### config.mk
export PLATFORM = sky130hd
export DESIGN_NAME = alu_core
export DESIGN_NICKNAME = d
export VERILOG_FILES = /design/src/core/div_iter.v /design/src/core/alu_core.v
export VERILOG_INCLUDE_DIRS = /design/src /design/src/common
export SDC_FILE = /design/constraint.sdc
export NUM_CORES = 2
export LEC_CHECK = 0
export BUFFER_PORTS_ARGS = -buffer_cell sky130_fd_sc_hd__buf_2
export CAP_MARGIN = 30
export CORE_UTILIZATION = 35
export DETAILED_ROUTE_END_ITERATION = 8
export GPL_TIMING_DRIVEN = 0
export HOLD_SLACK_MARGIN = 0.02
export PLACE_DENSITY = 0.57
export SLEW_MARGIN = 10
export SYNTH_ARGS = -nofsm -noshare
export SYNTH_HDL_FRONTEND = slang
export SYNTH_SLANG_ARGS = --single-unit
export TNS_END_PERCENT = 1
### constraint.sdc
create_clock -name clk_i -period 9.35 [get_ports clk_i]
set_input_delay 1.87 -clock clk_i [delete_from_list [all_inputs] [get_ports clk_i]]
set_output_delay 1.87 -clock clk_i [all_outputs]
set_load 0.05 [all_outputs]
### src/common/alu_consts.vh
/*
 Constants of the ALU datapath: register offsets, command fields,
 operation codes, flag positions and divider timing.
 Assumes inclusion by bare name from the core files.
*/
// Operation
// - Sixteen-bit two's complement add, subtract, shift and logic operations.
// - Add and subtract update carry, zero, negative, signed wrap and half carry flags.
// - Subtract sets carry and half carry as inverted borrow and digit borrow.
// - Command byte bit selects 8-bit or 16-bit width for add, subtract and logic operations only.
// - Operands come from working registers or memory; results go to either.
// - Multiplier is 17 by 17 bits for signed, unsigned and mixed products.
// - Multiply modes: ss, uu, us, signed or unsigned by literal, 8x8 uu.
// - Divide 32/16 and 16/16, signed and unsigned.
// - Quotient lands in quotient register, remainder in remainder register.
// - Divisor from operand b register; 32-bit dividend from high and low pair.
// - One cycle per divisor bit, same count for both dividend sizes.
// - Shifter moves up to 15 positions in one cycle.
// - Multi-bit shifts read and write working registers only.
// - Shifts are arithmetic right, left and logical right by n bits.
// - 24-bit program address from program counter, table op or remap.
// - User half only; table ops reach configuration space when page bit 7 set.
// - Program space holds four mega instruction locations.
// - Half carry is carry from bit 3 for bytes, bit 7 for words.
// - Divide takes 19 cycles and may be suspended at any cycle.
// - Multiply completes in one cycle.
`ifndef ALU_CONSTS_VH
`define ALU_CONSTS_VH

// Register byte offsets
`define OFS_OPA 6'h00
`define OFS_OPB 6'h04
`define OFS_CMD 6'h08
`define OFS_STAT 6'h0c
`define OFS_RES 6'h10
`define OFS_RESH 6'h14
`define OFS_QUO 6'h18
`define OFS_REM 6'h1c
`define OFS_DIVH 6'h20
`define OFS_TPAG 6'h24
`define OFS_PC 6'h28
`define OFS_TOFS 6'h2c
`define OFS_PADR 6'h30
`define OFS_ASEL 6'h34

// Command fields
`define CMD_BYTE 4
`define CMD_SRCM 5
`define CMD_DSTM 6
`define CMD_MM_LO 8
`define CMD_MM_HI 10
`define CMD_DSGN 11
`define CMD_DLONG 12

// Operation codes
`define OP_ADD 4'h0
`define OP_SUB 4'h1
`define OP_AND 4'h2
`define OP_OR 4'h3
`define OP_XOR 4'h4
`define OP_ASR 4'h5
`define OP_SL 4'h6
`define OP_LSR 4'h7
`define OP_MUL 4'h8
`define OP_DIV 4'h9

// Multiply modes
`define MUL_SS 3'h0
`define MUL_UU 3'h1
`define MUL_SL 3'h2
`define MUL_UL 3'h3
`define MUL_US 3'h4
`define MUL_B8 3'h5

// Status bits
`define FL_C 0
`define FL_Z 1
`define FL_OV 2
`define FL_N 3
`define FL_DC 8
`define ST_BUSY 16
`define FLAGS_RST 9'h000

// Program address
`define AS_PC 2'h0
`define AS_TRD 2'h1
`define AS_TWR 2'h2
`define AS_PSV 2'h3
`define PA_OK 24
`define PA_CFG 25
`define PC_RST 23'h000000
`define TPAG_RST 8'h00

// Divider steps
`define DIV_STEPS 5'h10

`endif

### src/core/div_iter.v
/*
 Iterative divider: magnitude setup, sixteen restoring steps,
 sign fix and result cycle. Assumes start only while idle.
*/
`include "alu_consts.vh"

module div_iter (
    // Clock and reset
    input wire clk_i,
    input wire rst_n_i,
    // Request
    input wire start_i,
    input wire hold_i,
    input wire signed_i,
    input wire [31:0] dvd_i,
    input wire [15:0] dvs_i,
    // Answer
    output wire busy_o,
    output reg done_o,
    output reg [15:0] quo_o,
    output reg [15:0] rem_o
);

localparam S_IDLE = 3'h0;
localparam S_SETUP = 3'h1;
localparam S_STEP = 3'h2;
localparam S_FIX = 3'h3;
localparam S_DONE = 3'h4;

reg [2:0] st_r;
reg [4:0] cnt_r;
reg [31:0] dvd_r;
reg [15:0] dvs_r;
reg sgn_r;
reg negq_r;
reg negr_r;
reg [16:0] r_r;
reg [15:0] q_r;
reg [15:0] d_r;

wire [31:0] dvd_mag = (sgn_r & dvd_r[31]) ? (~dvd_r + 32'h00000001) : dvd_r;
wire [15:0] dvs_mag = (sgn_r & dvs_r[15]) ? (~dvs_r + 16'h0001) : dvs_r;
wire [16:0] sh = {r_r[15:0], q_r[15]};
wire take = sh >= {1'b0, d_r};
wire [16:0] sub = sh - {1'b0, d_r};

assign busy_o = (st_r != S_IDLE);

////////////////////////////////////////////////////////////////////////
// Divide sequence, frozen while held
always @(posedge clk_i or negedge rst_n_i) begin
    if (!rst_n_i) begin
        st_r <= S_IDLE;
        cnt_r <= 5'h00;
        dvd_r <= 32'h00000000;
        dvs_r <= 16'h0000;
        sgn_r <= 1'b0;
        negq_r <= 1'b0;
        negr_r <= 1'b0;
        r_r <= 17'h00000;
        q_r <= 16'h0000;
        d_r <= 16'h0000;
        done_o <= 1'b0;
        quo_o <= 16'h0000;
        rem_o <= 16'h0000;
    end else begin
        done_o <= 1'b0;
        if (st_r == S_IDLE) begin
            if (start_i) begin
                dvd_r <= dvd_i;
                dvs_r <= dvs_i;
                sgn_r <= signed_i;
                st_r <= S_SETUP;
            end
        end else if (!hold_i) begin
            case (st_r)
                S_SETUP: begin
                    r_r <= {1'b0, dvd_mag[31:16]};
                    q_r <= dvd_mag[15:0];
                    d_r <= dvs_mag;
                    negq_r <= sgn_r & (dvd_r[31] ^ dvs_r[15]);
                    negr_r <= sgn_r & dvd_r[31];
                    cnt_r <= 5'h00;
                    st_r <= S_STEP;
                end
                S_STEP: begin
                    r_r <= take ? sub : sh;
                    q_r <= {q_r[14:0], take};
                    cnt_r <= cnt_r + 5'h01;
                    if (cnt_r == `DIV_STEPS - 5'h01) begin
                        st_r <= S_FIX;
                    end
                end
                S_FIX: begin
                    q_r <= negq_r ? (~q_r + 16'h0001) : q_r;
                    r_r <= negr_r ? {1'b0, ~r_r[15:0] + 16'h0001} : r_r;
                    st_r <= S_DONE;
                end
                default: begin
                    quo_o <= q_r;
                    rem_o <= r_r[15:0];
                    done_o <= 1'b1;
                    st_r <= S_IDLE;
                end
            endcase
        end
    end
end

endmodule

### src/core/alu_core.v
/*
 ALU datapath with multiplier, shifter, divider and program
 address former, reached over an Avalon-MM slave.
 Assumes operand memory data from logic on the same clock.
*/
// Local design decisions: the placing of the registers and the Avalon-MM register port.
`include "alu_consts.vh"

module alu_core (
    // Clock and reset
    input wire clk_i,
    input wire rst_n_i,
    // Avalon-MM slave
    input wire [5:0] avs_address_i,
    input wire avs_read_i,
    input wire avs_write_i,
    input wire [31:0] avs_writedata_i,
    input wire [3:0] avs_byteenable_i,
    output wire [31:0] avs_readdata_o,
    output wire avs_waitrequest_o,
    // Operand memory and divide suspend
    input wire [15:0] mem_rdata_i,
    input wire div_hold_i,
    // Result write back
    output reg [15:0] wb_data_o,
    output reg wb_wreg_o,
    output reg wb_mem_o,
    // Program address
    output reg [23:0] prog_addr_o,
    output reg prog_ok_o,
    output reg prog_cfg_o
);

////////////////////////////////////////////////////////////////////////
// Registers
reg [15:0] opa_r;
reg [15:0] opb_r;
reg [15:0] res_r;
reg [15:0] resh_r;
reg [15:0] divh_r;
reg [15:0] quo_r;
reg [15:0] rem_r;
reg [8:0] alu_status_register;
reg [7:0] table_page_register;
reg [22:0] program_counter;
reg [15:0] tofs_r;
reg [1:0] asel_r;
reg ack_r;
reg [31:0] rdata_r;

wire req = avs_read_i | avs_write_i;
wire [15:0] wmask = {{8{avs_byteenable_i[1]}}, {8{avs_byteenable_i[0]}}};
wire [15:0] wd = avs_writedata_i[15:0];
wire is_cmd = (avs_address_i == `OFS_CMD);
wire div_busy;

// Command write waits while a divide runs, unacknowledged until idle
wire blk = avs_write_i & is_cmd & div_busy;
assign avs_waitrequest_o = req & (~ack_r | blk);
assign avs_readdata_o = rdata_r;

wire acc = req & ~avs_waitrequest_o;
wire wr = acc & avs_write_i;
wire exec = wr & is_cmd;

// Masked lane merge
function [15:0] merge;
    input [15:0] old;
    input [15:0] nw;
    input [15:0] m;
    begin
        merge = (old & ~m) | (nw & m);
    end
endfunction

////////////////////////////////////////////////////////////////////////
// Command decode
wire [3:0] op = wd[3:0];
wire byte_m = wd[`CMD_BYTE] & (op <= `OP_XOR);
wire is_sh = (op == `OP_ASR) | (op == `OP_SL) | (op == `OP_LSR);
wire src_m = wd[`CMD_SRCM] & ~is_sh;
wire dst_m = wd[`CMD_DSTM] & ~is_sh;
wire [2:0] mmode = wd[`CMD_MM_HI:`CMD_MM_LO];
wire [15:0] a = opa_r;
wire [15:0] b = src_m ? mem_rdata_i : opb_r;

////////////////////////////////////////////////////////////////////////
// Adder, subtract as a plus inverted b plus one
wire sub_op = (op == `OP_SUB);
wire [15:0] bb = sub_op ? ~b : b;
wire cin = sub_op;
wire [4:0] s4 = {1'b0, a[3:0]} + {1'b0, bb[3:0]} + {4'h0, cin};
wire [8:0] s8 = {1'b0, a[7:0]} + {1'b0, bb[7:0]} + {8'h00, cin};
wire [16:0] s16 = {1'b0, a} + {1'b0, bb} + {16'h0000, cin};
wire [15:0] sum = byte_m ? {a[15:8], s8[7:0]} : s16[15:0];
// Carry out is inverted borrow on subtract
wire c_add = byte_m ? s8[8] : s16[16];
wire dc_add = byte_m ? s4[4] : s8[8];
wire ov_b = (a[7] == bb[7]) & (s8[7] != a[7]);
wire ov_w = (a[15] == bb[15]) & (s16[15] != a[15]);
wire ov_add = byte_m ? ov_b : ov_w;

////////////////////////////////////////////////////////////////////////
// Logic unit
reg [15:0] lg;
always @* begin
    case (op)
        `OP_AND: lg = a & b;
        `OP_OR: lg = a | b;
        default: lg = a ^ b;
    endcase
end
wire [15:0] lgr = byte_m ? {a[15:8], lg[7:0]} : lg;

////////////////////////////////////////////////////////////////////////
// Barrel shifter, extra bit catches the last bit out
wire [3:0] sa = b[3:0];
wire [16:0] asr17 = $signed({a, 1'b0}) >>> sa;
wire [16:0] lsr17 = {a, 1'b0} >> sa;
wire [16:0] sl17 = {1'b0, a} << sa;
reg [15:0] shr;
reg shc;
always @* begin
    case (op)
        `OP_ASR: begin
            shr = asr17[16:1];
            shc = asr17[0];
        end
        `OP_SL: begin
            shr = sl17[15:0];
            shc = sl17[16];
        end
        default: begin
            shr = lsr17[16:1];
            shc = lsr17[0];
        end
    endcase
end

////////////////////////////////////////////////////////////////////////
// 17 by 17 multiplier with sign extension per mode
reg [16:0] ma;
reg [16:0] mb;
always @* begin
    case (mmode)
        `MUL_SS: begin
            ma = {a[15], a};
            mb = {b[15], b};
        end
        `MUL_UU: begin
            ma = {1'b0, a};
            mb = {1'b0, b};
        end
        `MUL_SL: begin
            ma = {a[15], a};
            mb = {12'h000, b[4:0]};
        end
        `MUL_UL: begin
            ma = {1'b0, a};
            mb = {12'h000, b[4:0]};
        end
        `MUL_US: begin
            ma = {1'b0, a};
            mb = {b[15], b};
        end
        default: begin
            ma = {9'h000, a[7:0]};
            mb = {9'h000, b[7:0]};
        end
    endcase
end
wire signed [33:0] prod = $signed(ma) * $signed(mb);

////////////////////////////////////////////////////////////////////////
// Result select and flag update
reg [15:0] alu_res;
reg [8:0] fl_nxt;
wire rmsb = byte_m ? alu_res[7] : alu_res[15];
wire rzero = byte_m ? (alu_res[7:0] == 8'h00) : (alu_res == 16'h0000);
always @* begin
    alu_res = sum;
    fl_nxt = alu_status_register;
    case (op)
        `OP_ADD, `OP_SUB: begin
            alu_res = sum;
            fl_nxt[`FL_C] = c_add;
            fl_nxt[`FL_DC] = dc_add;
            fl_nxt[`FL_OV] = ov_add;
            fl_nxt[`FL_N] = rmsb;
            fl_nxt[`FL_Z] = rzero;
        end
        `OP_AND, `OP_OR, `OP_XOR: begin
            alu_res = lgr;
            fl_nxt[`FL_N] = rmsb;
            fl_nxt[`FL_Z] = rzero;
        end
        `OP_ASR, `OP_SL, `OP_LSR: begin
            alu_res = shr;
            fl_nxt[`FL_C] = shc;
            fl_nxt[`FL_N] = rmsb;
            fl_nxt[`FL_Z] = rzero;
        end
        default: begin
            alu_res = prod[15:0];
        end
    endcase
end

////////////////////////////////////////////////////////////////////////
// Divider
wire [31:0] dvd = wd[`CMD_DLONG] ? {divh_r, opa_r} :
    (wd[`CMD_DSGN] ? {{16{opa_r[15]}}, opa_r} : {16'h0000, opa_r});
wire dv_done;
wire [15:0] dv_q;
wire [15:0] dv_r;

div_iter u_div (
    .clk_i(clk_i),
    .rst_n_i(rst_n_i),
    .start_i(exec & (op == `OP_DIV)),
    .hold_i(div_hold_i),
    .signed_i(wd[`CMD_DSGN]),
    .dvd_i(dvd),
    .dvs_i(opb_r),
    .busy_o(div_busy),
    .done_o(dv_done),
    .quo_o(dv_q),
    .rem_o(dv_r)
);

////////////////////////////////////////////////////////////////////////
// Program address former
reg [23:0] padr;
wire tbl = (asel_r == `AS_TRD) | (asel_r == `AS_TWR);
always @* begin
    case (asel_r)
        `AS_PC: padr = {1'b0, program_counter};
        `AS_PSV: padr = {1'b0, table_page_register[6:0], tofs_r};
        default: padr = {table_page_register, tofs_r};
    endcase
end

// Registered address outputs
always @(posedge clk_i or negedge rst_n_i) begin
    if (!rst_n_i) begin
        prog_addr_o <= 24'h000000;
        prog_ok_o <= 1'b0;
        prog_cfg_o <= 1'b0;
    end else begin
        prog_addr_o <= padr;
        prog_ok_o <= ~padr[23] | tbl;
        prog_cfg_o <= padr[23] & tbl;
    end
end

////////////////////////////////////////////////////////////////////////
// Bus handshake and read data
always @(posedge clk_i or negedge rst_n_i) begin
    if (!rst_n_i) begin
        ack_r <= 1'b0;
        rdata_r <= 32'h00000000;
    end else begin
        ack_r <= req & ~ack_r & ~blk;
        if (avs_read_i & ~ack_r) begin
            if (avs_address_i == `OFS_OPA) begin
                rdata_r <= {16'h0000, opa_r};
            end else if (avs_address_i == `OFS_OPB) begin
                rdata_r <= {16'h0000, opb_r};
            end else if (avs_address_i == `OFS_STAT) begin
                rdata_r <= {15'h0000, div_busy, 7'h00, alu_status_register};
            end else if (avs_address_i == `OFS_RES) begin
                rdata_r <= {16'h0000, res_r};
            end else if (avs_address_i == `OFS_RESH) begin
                rdata_r <= {16'h0000, resh_r};
            end else if (avs_address_i == `OFS_QUO) begin
                rdata_r <= {16'h0000, quo_r};
            end else if (avs_address_i == `OFS_REM) begin
                rdata_r <= {16'h0000, rem_r};
            end else if (avs_address_i == `OFS_DIVH) begin
                rdata_r <= {16'h0000, divh_r};
            end else if (avs_address_i == `OFS_TPAG) begin
                rdata_r <= {24'h000000, table_page_register};
            end else if (avs_address_i == `OFS_PC) begin
                rdata_r <= {9'h000, program_counter};
            end else if (avs_address_i == `OFS_TOFS) begin
                rdata_r <= {16'h0000, tofs_r};
            end else if (avs_address_i == `OFS_PADR) begin
                rdata_r <= {6'h00, prog_cfg_o, prog_ok_o, prog_addr_o};
            end else if (avs_address_i == `OFS_ASEL) begin
                rdata_r <= {30'h00000000, asel_r};
            end else begin
                rdata_r <= 32'h00000000;
            end
        end
    end
end

////////////////////////////////////////////////////////////////////////
// Register writes, execution and write back
always @(posedge clk_i or negedge rst_n_i) begin
    if (!rst_n_i) begin
        opa_r <= 16'h0000;
        opb_r <= 16'h0000;
        res_r <= 16'h0000;
        resh_r <= 16'h0000;
        divh_r <= 16'h0000;
        quo_r <= 16'h0000;
        rem_r <= 16'h0000;
        alu_status_register <= `FLAGS_RST;
        table_page_register <= `TPAG_RST;
        program_counter <= `PC_RST;
        tofs_r <= 16'h0000;
        asel_r <= `AS_PC;
        wb_data_o <= 16'h0000;
        wb_wreg_o <= 1'b0;
        wb_mem_o <= 1'b0;
    end else begin
        wb_wreg_o <= 1'b0;
        wb_mem_o <= 1'b0;
        if (wr) begin
            if (avs_address_i == `OFS_OPA) begin
                opa_r <= merge(opa_r, wd, wmask);
            end else if (avs_address_i == `OFS_OPB) begin
                opb_r <= merge(opb_r, wd, wmask);
            end else if (avs_address_i == `OFS_STAT) begin
                alu_status_register <= {avs_byteenable_i[1] ? wd[8] : alu_status_register[8],
                    avs_byteenable_i[0] ? {4'h0, wd[3:0]} : alu_status_register[7:0]};
            end else if (avs_address_i == `OFS_DIVH) begin
                divh_r <= merge(divh_r, wd, wmask);
            end else if (avs_address_i == `OFS_TPAG) begin
                if (avs_byteenable_i[0]) begin
                    table_page_register <= wd[7:0];
                end
            end else if (avs_address_i == `OFS_PC) begin
                // Instruction aligned: 2^22 instruction slots
                program_counter <= {avs_writedata_i[22:1], 1'b0};
            end else if (avs_address_i == `OFS_TOFS) begin
                tofs_r <= merge(tofs_r, wd, wmask);
            end else if (avs_address_i == `OFS_ASEL) begin
                if (avs_byteenable_i[0]) begin
                    asel_r <= wd[1:0];
                end
            end
        end
        if (exec & (op <= `OP_LSR)) begin
            res_r <= alu_res;
            alu_status_register <= fl_nxt;
            wb_data_o <= alu_res;
            wb_wreg_o <= ~dst_m;
            wb_mem_o <= dst_m;
        end
        if (exec & (op == `OP_MUL)) begin
            res_r <= prod[15:0];
            resh_r <= prod[31:16];
        end
        if (dv_done) begin
            quo_r <= dv_q;
            rem_r <= dv_r;
        end
    end
end

endmodule

# ---- Yosys cells after proc, flatten, opt, wreduce, memory -nomap -nowiden
# Cells that the tools add are included.
# Widths: inputs -> output; s select.
dict set report totals {
  register_bits 382
  inputBits 63
}
dict set report op_classes {
  add_sub_neg 12
  multipliers 1
  magnitude_cmp 3
  eq_ne 47
  n_shift 3
  muxes 63
  bitwise 62
  reduce_logical 42
}
# op n
set ops {}
lappend ops {{$mux 26} 12}
lappend ops {{$mux 16} 10}
lappend ops {{$pmux 16 s3} 3}
lappend ops {{$and 16x16->16} 6}
lappend ops {{$mux 32} 3}
lappend ops {{$not 16->16} 5}
lappend ops {{$or 16x16->16} 5}
lappend ops {{$pmux 16 s2} 2}
lappend ops {{$pmux 17 s3} 1}
lappend ops {{$add 16x1->16 const B} 3}
lappend ops {{$pmux 24 s2} 1}
lappend ops {{$mux 9} 5}
lappend ops {{$eq 6x6->1 const B} 6}
lappend ops {{$pmux 17 s2} 1}
lappend ops {{$add 32x1->32 const B} 1}
lappend ops {{$mul 17x17->32} 1}
lappend ops {{$not 32->32} 1}
lappend ops {{$eq 6x5->1 const B} 4}
lappend ops {{$reduce_and 6->1} 4}
lappend ops {{$and 1x1->1} 21}
lappend ops {{$add 16x16->17} 1}
lappend ops {{$add 17x1->17} 1}
lappend ops {{$ge 17x16->1} 1}
lappend ops {{$shl 16x4->17} 1}
lappend ops {{55 further kinds} 134}

# ---- Longest topological paths before layout
dict set report logic_depth {
  ltp_word 16
  mapped_depth 34
}

# ---- Cells and area by module
# A second synthesis with hierarchy kept.
dict set report hier_totals {
  hier_cells 3765
  area_unflattened_um2 33932.5
}
# mod n_inst cells_per_inst area_each_um2 seq_area_each_um2
set modules_own_cells {}
lappend modules_own_cells {alu_core 1 2875 25475.7 5905.7}
lappend modules_own_cells {div_iter 1 890 8456.9 3503.4}

# ---- Least setup slack after synthesis
# OpenSTA, ideal clock, no wires.
dict set report synth_path {
  path_type {input port to flip-flop}
  from {input avs_writedata_i[0]}
  to {register resh_r[15]}
  setup_time_ps 129
  t_arrival_ps 8939
  setup_slack_ps 282
  cell_stages 30
  n_path_buf 4
  path_cell_list {buf_2 -> or2_4 -> a21oi_2 -> buf_4 -> clkbuf_1 -> a21o_1 -> clkinv_1 -> nor2_1 -> clkbuf_1 -> nand2_1 -> fa_1 -> inv_1 -> fa_1 -> fa_1 -> fa_1 -> fa_1 -> inv_1 -> fa_1 -> inv_1 -> ha_1 -> a211o_1 -> nor3b_1 -> o31ai_1 -> nand3_1 -> nand3_1 -> a41oi_1 -> o21bai_1 -> a21oi_1 -> xnor2_1 -> o21ai_0}
}
dict set report synth_via {
  elab_chain_len 8
}
# element line
set synth_rtl {}
lappend synth_rtl {{start: declaration} alu_core.v:17} ;# input wire [31:0] avs_writedata_i,
lappend synth_rtl {{$eq 4x3->1} -}
lappend synth_rtl {{$or 1x1->1 (2 in series)} alu_core.v:80} ;# wire is_sh = (op == `OP_ASR) | (op == `OP_SL) | (op == `OP_LSR);
lappend synth_rtl {{$not 1->1} alu_core.v:81} ;# wire src_m = wd[`CMD_SRCM] & ~is_sh;
lappend synth_rtl {{$and 1x1->1} alu_core.v:81}
lappend synth_rtl {{$mux 16} alu_core.v:85} ;# wire [15:0] b = src_m ? mem_rdata_i : opb_r;
lappend synth_rtl {{$pmux 17 s3} alu_core.v:145} ;# case (mmode)
lappend synth_rtl {{$mul 17x17->32} alu_core.v:172} ;# wire signed [33:0] prod = $signed(ma) * $signed(mb);
lappend synth_rtl {{end signal: assignment} alu_core.v:354} ;# resh_r <= prod[31:16];
lappend synth_rtl {{end: declaration} alu_core.v:39} ;# reg [15:0] resh_r;
# Parallel ways exist; a longest one is shown, timed or not.
# A chain may end at the register's enable or synchronous reset.

# ---- Worst setup path in the final report
dict set report layout_path {
  from {input avs_writedata_i[0]}
  to {register resh_r[14]}
}
# The elaborated chain is that of the path after synthesis.

==> results.sh <==
export IMPL_gp_congestion=1.01
export IMPL_drt_iter0_drc=3364
export IMPL_outcome="completed"
export IMPL_grt_pass1_vias=28760
export IMPL_clk_pin_slew_ns=0.06
export IMPL_worst_ep_required_time_ns=9.79
export IMPL_grt_usage=0.281
export IMPL_hold_class="reg2reg"
export IMPL_fill_cells=9530
export IMPL_synth_top_area_frac=0.285
export IMPL_synth_top_family_by_area="adder cells"
export IMPL_yosysTopAreaCell="dfrtp_1"
export IMPL_root_buffer="clkbuf_16"
export IMPL_yosys_top_cells_area="dfrtp_1 (28%), fa_1 (17%), mux2_2 (6.0%)"
export IMPL_io_pins=140
export IMPL_cts_inserted_buffers=43
export IMPL_syn_avg_cell_area_um2=9.00
export IMPL_synthDistinctLibCells=91
export IMPL_ys_warn_count=0
export IMPL_finalHoldViolCount=0
export IMPL_seq_power_share=0.369
export IMPL_drv_cap=0
export IMPL_dr_pass1_iters=7
export IMPL_setup_viol=0
export IMPL_antenna_left=0
export IMPL_die_h_um=309
export IMPL_grt_ovfl_total=0
export IMPL_p_leak_nw=17.8
export IMPL_final_util=0.399
export IMPL_final_nets=4368
export IMPL_syn_area_um2=33000
export IMPL_ys_ff_latch=376
export IMPL_reg2regPathDepth=25
export IMPL_drive_gt1_frac=0.131
export IMPL_post_route_period_util=0.982
export IMPL_htree_levels=2
export IMPL_path_class="in2reg"
export IMPL_num_vias=29553
export IMPL_dieArea_um2=95600
export IMPL_max_freq_ghz=0.109
export IMPL_antenna_found_initial=8
export IMPL_p_switching_w=0.00191
export IMPL_min_period_ns=9.18
export IMPL_insertion_delay_ns=0.58
export IMPL_hold_depth=2
export IMPL_cts_tree="done"
export IMPL_hpwlAfterDp_um=108000
export IMPL_rsz0062_at_grt="true"
export IMPL_area_delta_synth_final_pct=12.8
export IMPL_synth_compound_area_frac=0.154
export IMPL_vdd_drop_max_mv=0.141
export IMPL_pwr_share_comb=0.305
export IMPL_skew_ns=0.0250
export IMPL_grt_pass1_wl_um=197000
export IMPL_core_area_um2=93500
export IMPL_grt_max_degree=99
export IMPL_synthCells=3671
export IMPL_crit_fanout=11
export IMPL_final_max_slew_violation_count=0
export IMPL_p_sw_frac=0.364
export IMPL_vias_per_cell=5.74
export IMPL_arrival_ns=9.62
export IMPL_synth_edff_count=0
export IMPL_synth_xor_area_frac=0.0326
export IMPL_worst_pin_slew_ns=1.11
export IMPL_post_drt_wl_per_cell_um=26.2
export IMPL_async_flop_share=1.00
export IMPL_p_int_w=0.00335
export IMPL_endpoint_kind="register"
export IMPL_muxShareOfSynthArea=0.0802
export IMPL_power_density_nw_per_um2=141
export IMPL_start_util=0.353
export IMPL_relSlewSlack=0.259
export IMPL_ys_seq_area_frac=0.285
export IMPL_start_kind="input pin"
export IMPL_clockPowerShare=0.326
export IMPL_holdWs_ns=0.477
export IMPL_clock_path_buffers=3
export IMPL_synth_simple_gate_area_frac=0.148
export IMPL_core_rowCount=112
export IMPL_cts_sinks=376
export IMPL_chipWidth_um=309
export IMPL_synthAdderAreaFrac=0.230
export IMPL_place_port_buffers=119
export IMPL_drc=0
export IMPL_ys_flop_type="dfrtp_1"
export IMPL_finalWirelength_um=135000
-- metrics by stage --
stage	setup WS (ns)	cell area, um2	cells	power [W]	setup TNS [ns]
after global routing	-0.0488	37300	5151	0.00550	-0.0532
after detailed placement	-1.82	35500	5067	0.00352	-21.45
final	0.169	37300	5152	0.00526	0
after floorplan	0.282	33100	3676	0.00296	0
after CTS	0.000258	37000	5140	0.00525	0
after global placement	-2.03	35200	5049	0.00351	-554.86
-- critical path, stage by stage --
cell	delay (ns)
buf_2	0.12
buf_2	0.17
or2_4	0.29
a21oi_4	0.24
buf_8	0.20
a21o_1	0.45
inv_1	0.28
nor2_1	0.34
nand2_1	0.13
fa_1	0.56
fa_1	0.57
inv_1	0.06
fa_1	0.53
fa_1	0.54
fa_1	0.52
fa_1	0.51
ha_1	0.39
a21oi_1	0.22
nand2_1	0.07
nand2_1	0.11
nand3_1	0.14
a41o_1	0.30
a2111o_1	0.42
a31oi_1	0.22
xor2_1	0.23
o21ai_0	0.10
-- final timing paths --
check,start,end,slack (ns)
min in group asynchronous,rst_n_i,u_div.d_r[7]$_DFFE_PN0P_,1.33
worst min-delay path,u_div.d_r[10]$_DFFE_PN0P_,u_div.d_r[10]$_DFFE_PN0P_,0.48
max in group asynchronous,rst_n_i,prog_addr_o[18]$_DFF_PN0_,6.56
worst max register to register,register,resh_r[14]$_DFFE_PN0P_,0.89
worst max-delay path,avs_writedata_i[0],resh_r[14]$_DFFE_PN0P_,0.17
worst min register to register,u_div.d_r[10]$_DFFE_PN0P_,u_div.d_r[10]$_DFFE_PN0P_,0.48
-- placed cells by master (no fill, tap or decap), types with 74 or more instances in the layout --
cell type / instances
dfrtp_1: 376
buf_2: 135
fa_1: 282
clkbuf_1: 162
nor3_1: 106
a21oi_1: 150
nand2_1: 485
inv_1: 364
mux2_2: 175
ha_1: 154
nor2_1: 276
xnor2_1: 74
o21ai_0: 262
-- synthesized netlist by cell type (all sizes together) (18+ instances only) --
| library cell | number |
|---|---|
| a211oi | 27 |
| mux2i | 60 |
| a22oi | 31 |
| ha | 154 |
| nor3 | 114 |
| fa | 284 |
| and2 | 20 |
| nor2 | 284 |
| nand3 | 53 |
| clkbuf | 171 |
| inv | 373 |
| xnor2 | 74 |
| a21oi | 156 |
| a22o | 37 |
| mux2 | 175 |
| a21o | 30 |
| o211ai | 25 |
| a31oi | 24 |
| nand2 | 489 |
| o21ai | 266 |
| nand2b | 24 |
| o22ai | 34 |
| or3 | 18 |
| nor2b | 19 |
| buf | 46 |
| xor2 | 49 |
| dfrtp | 376 |
| a221oi | 23 |
-- cell type report --
cell class,instances,area [um2],area share
Clock buffer,64,1280,0.0345
Buffer,212,926,0.0248
Inverter,378,1430,0.0384
Timing Repair Buffer,151,981,0.0263
Clock inverter,10,129,0.00346
Antenna cell,2,5.00,0.000134
Tap cell,1254,1570,0.0421
Multi-Input combinational cell,2705,21500,0.578
Sequential cell,376,9410,0.252
-- power groups by stage --
stage,registers [W],clock network [W],logic (W)
2_1_floorplan,0.00192,0,0.00104
3_3_place_gp,0.00196,0,0.00155
3_5_place_dp,0.00196,0,0.00156
4_1_cts,0.00193,0.00174,0.00158
5_1_grt,0.00195,0.00180,0.00175
6_report,0.00194,0.00172,0.00160
-- repair_timing --
| action | 4_1_cts | 5_1_grt |
|---|---|---|
| hold endpoints to repair | 0 | 0 |
| setup buffers | 4 | 9 |
| pin swaps | 2 | 6 |
| hold buffers | 0 | 0 |
| resized for setup | 47 | 47 |
| endpoints found under the setup margin | 18 | 8 |
-- logic make-up after synthesis --
kind of cell             count (synthesis)
adder cells (fa/ha/maj)                438
AND/OR/NAND/NOR                       1106
other                                    2
XOR/XNOR                               123
multiplexers                           238
AO/OA/AOI/OAI                          793
buffers and inverters                  595
flip-flops                             376
-- metal layers --
layer,wire length (um),global-route usage,up-vias
met4,7070,0.125,4
li1,-,-,12900
met3,10500,0.0450,316
met2,60200,0.441,1424
met1,56900,0.382,14909
met5,25,0,-
(Power assumes the default switching activity.)
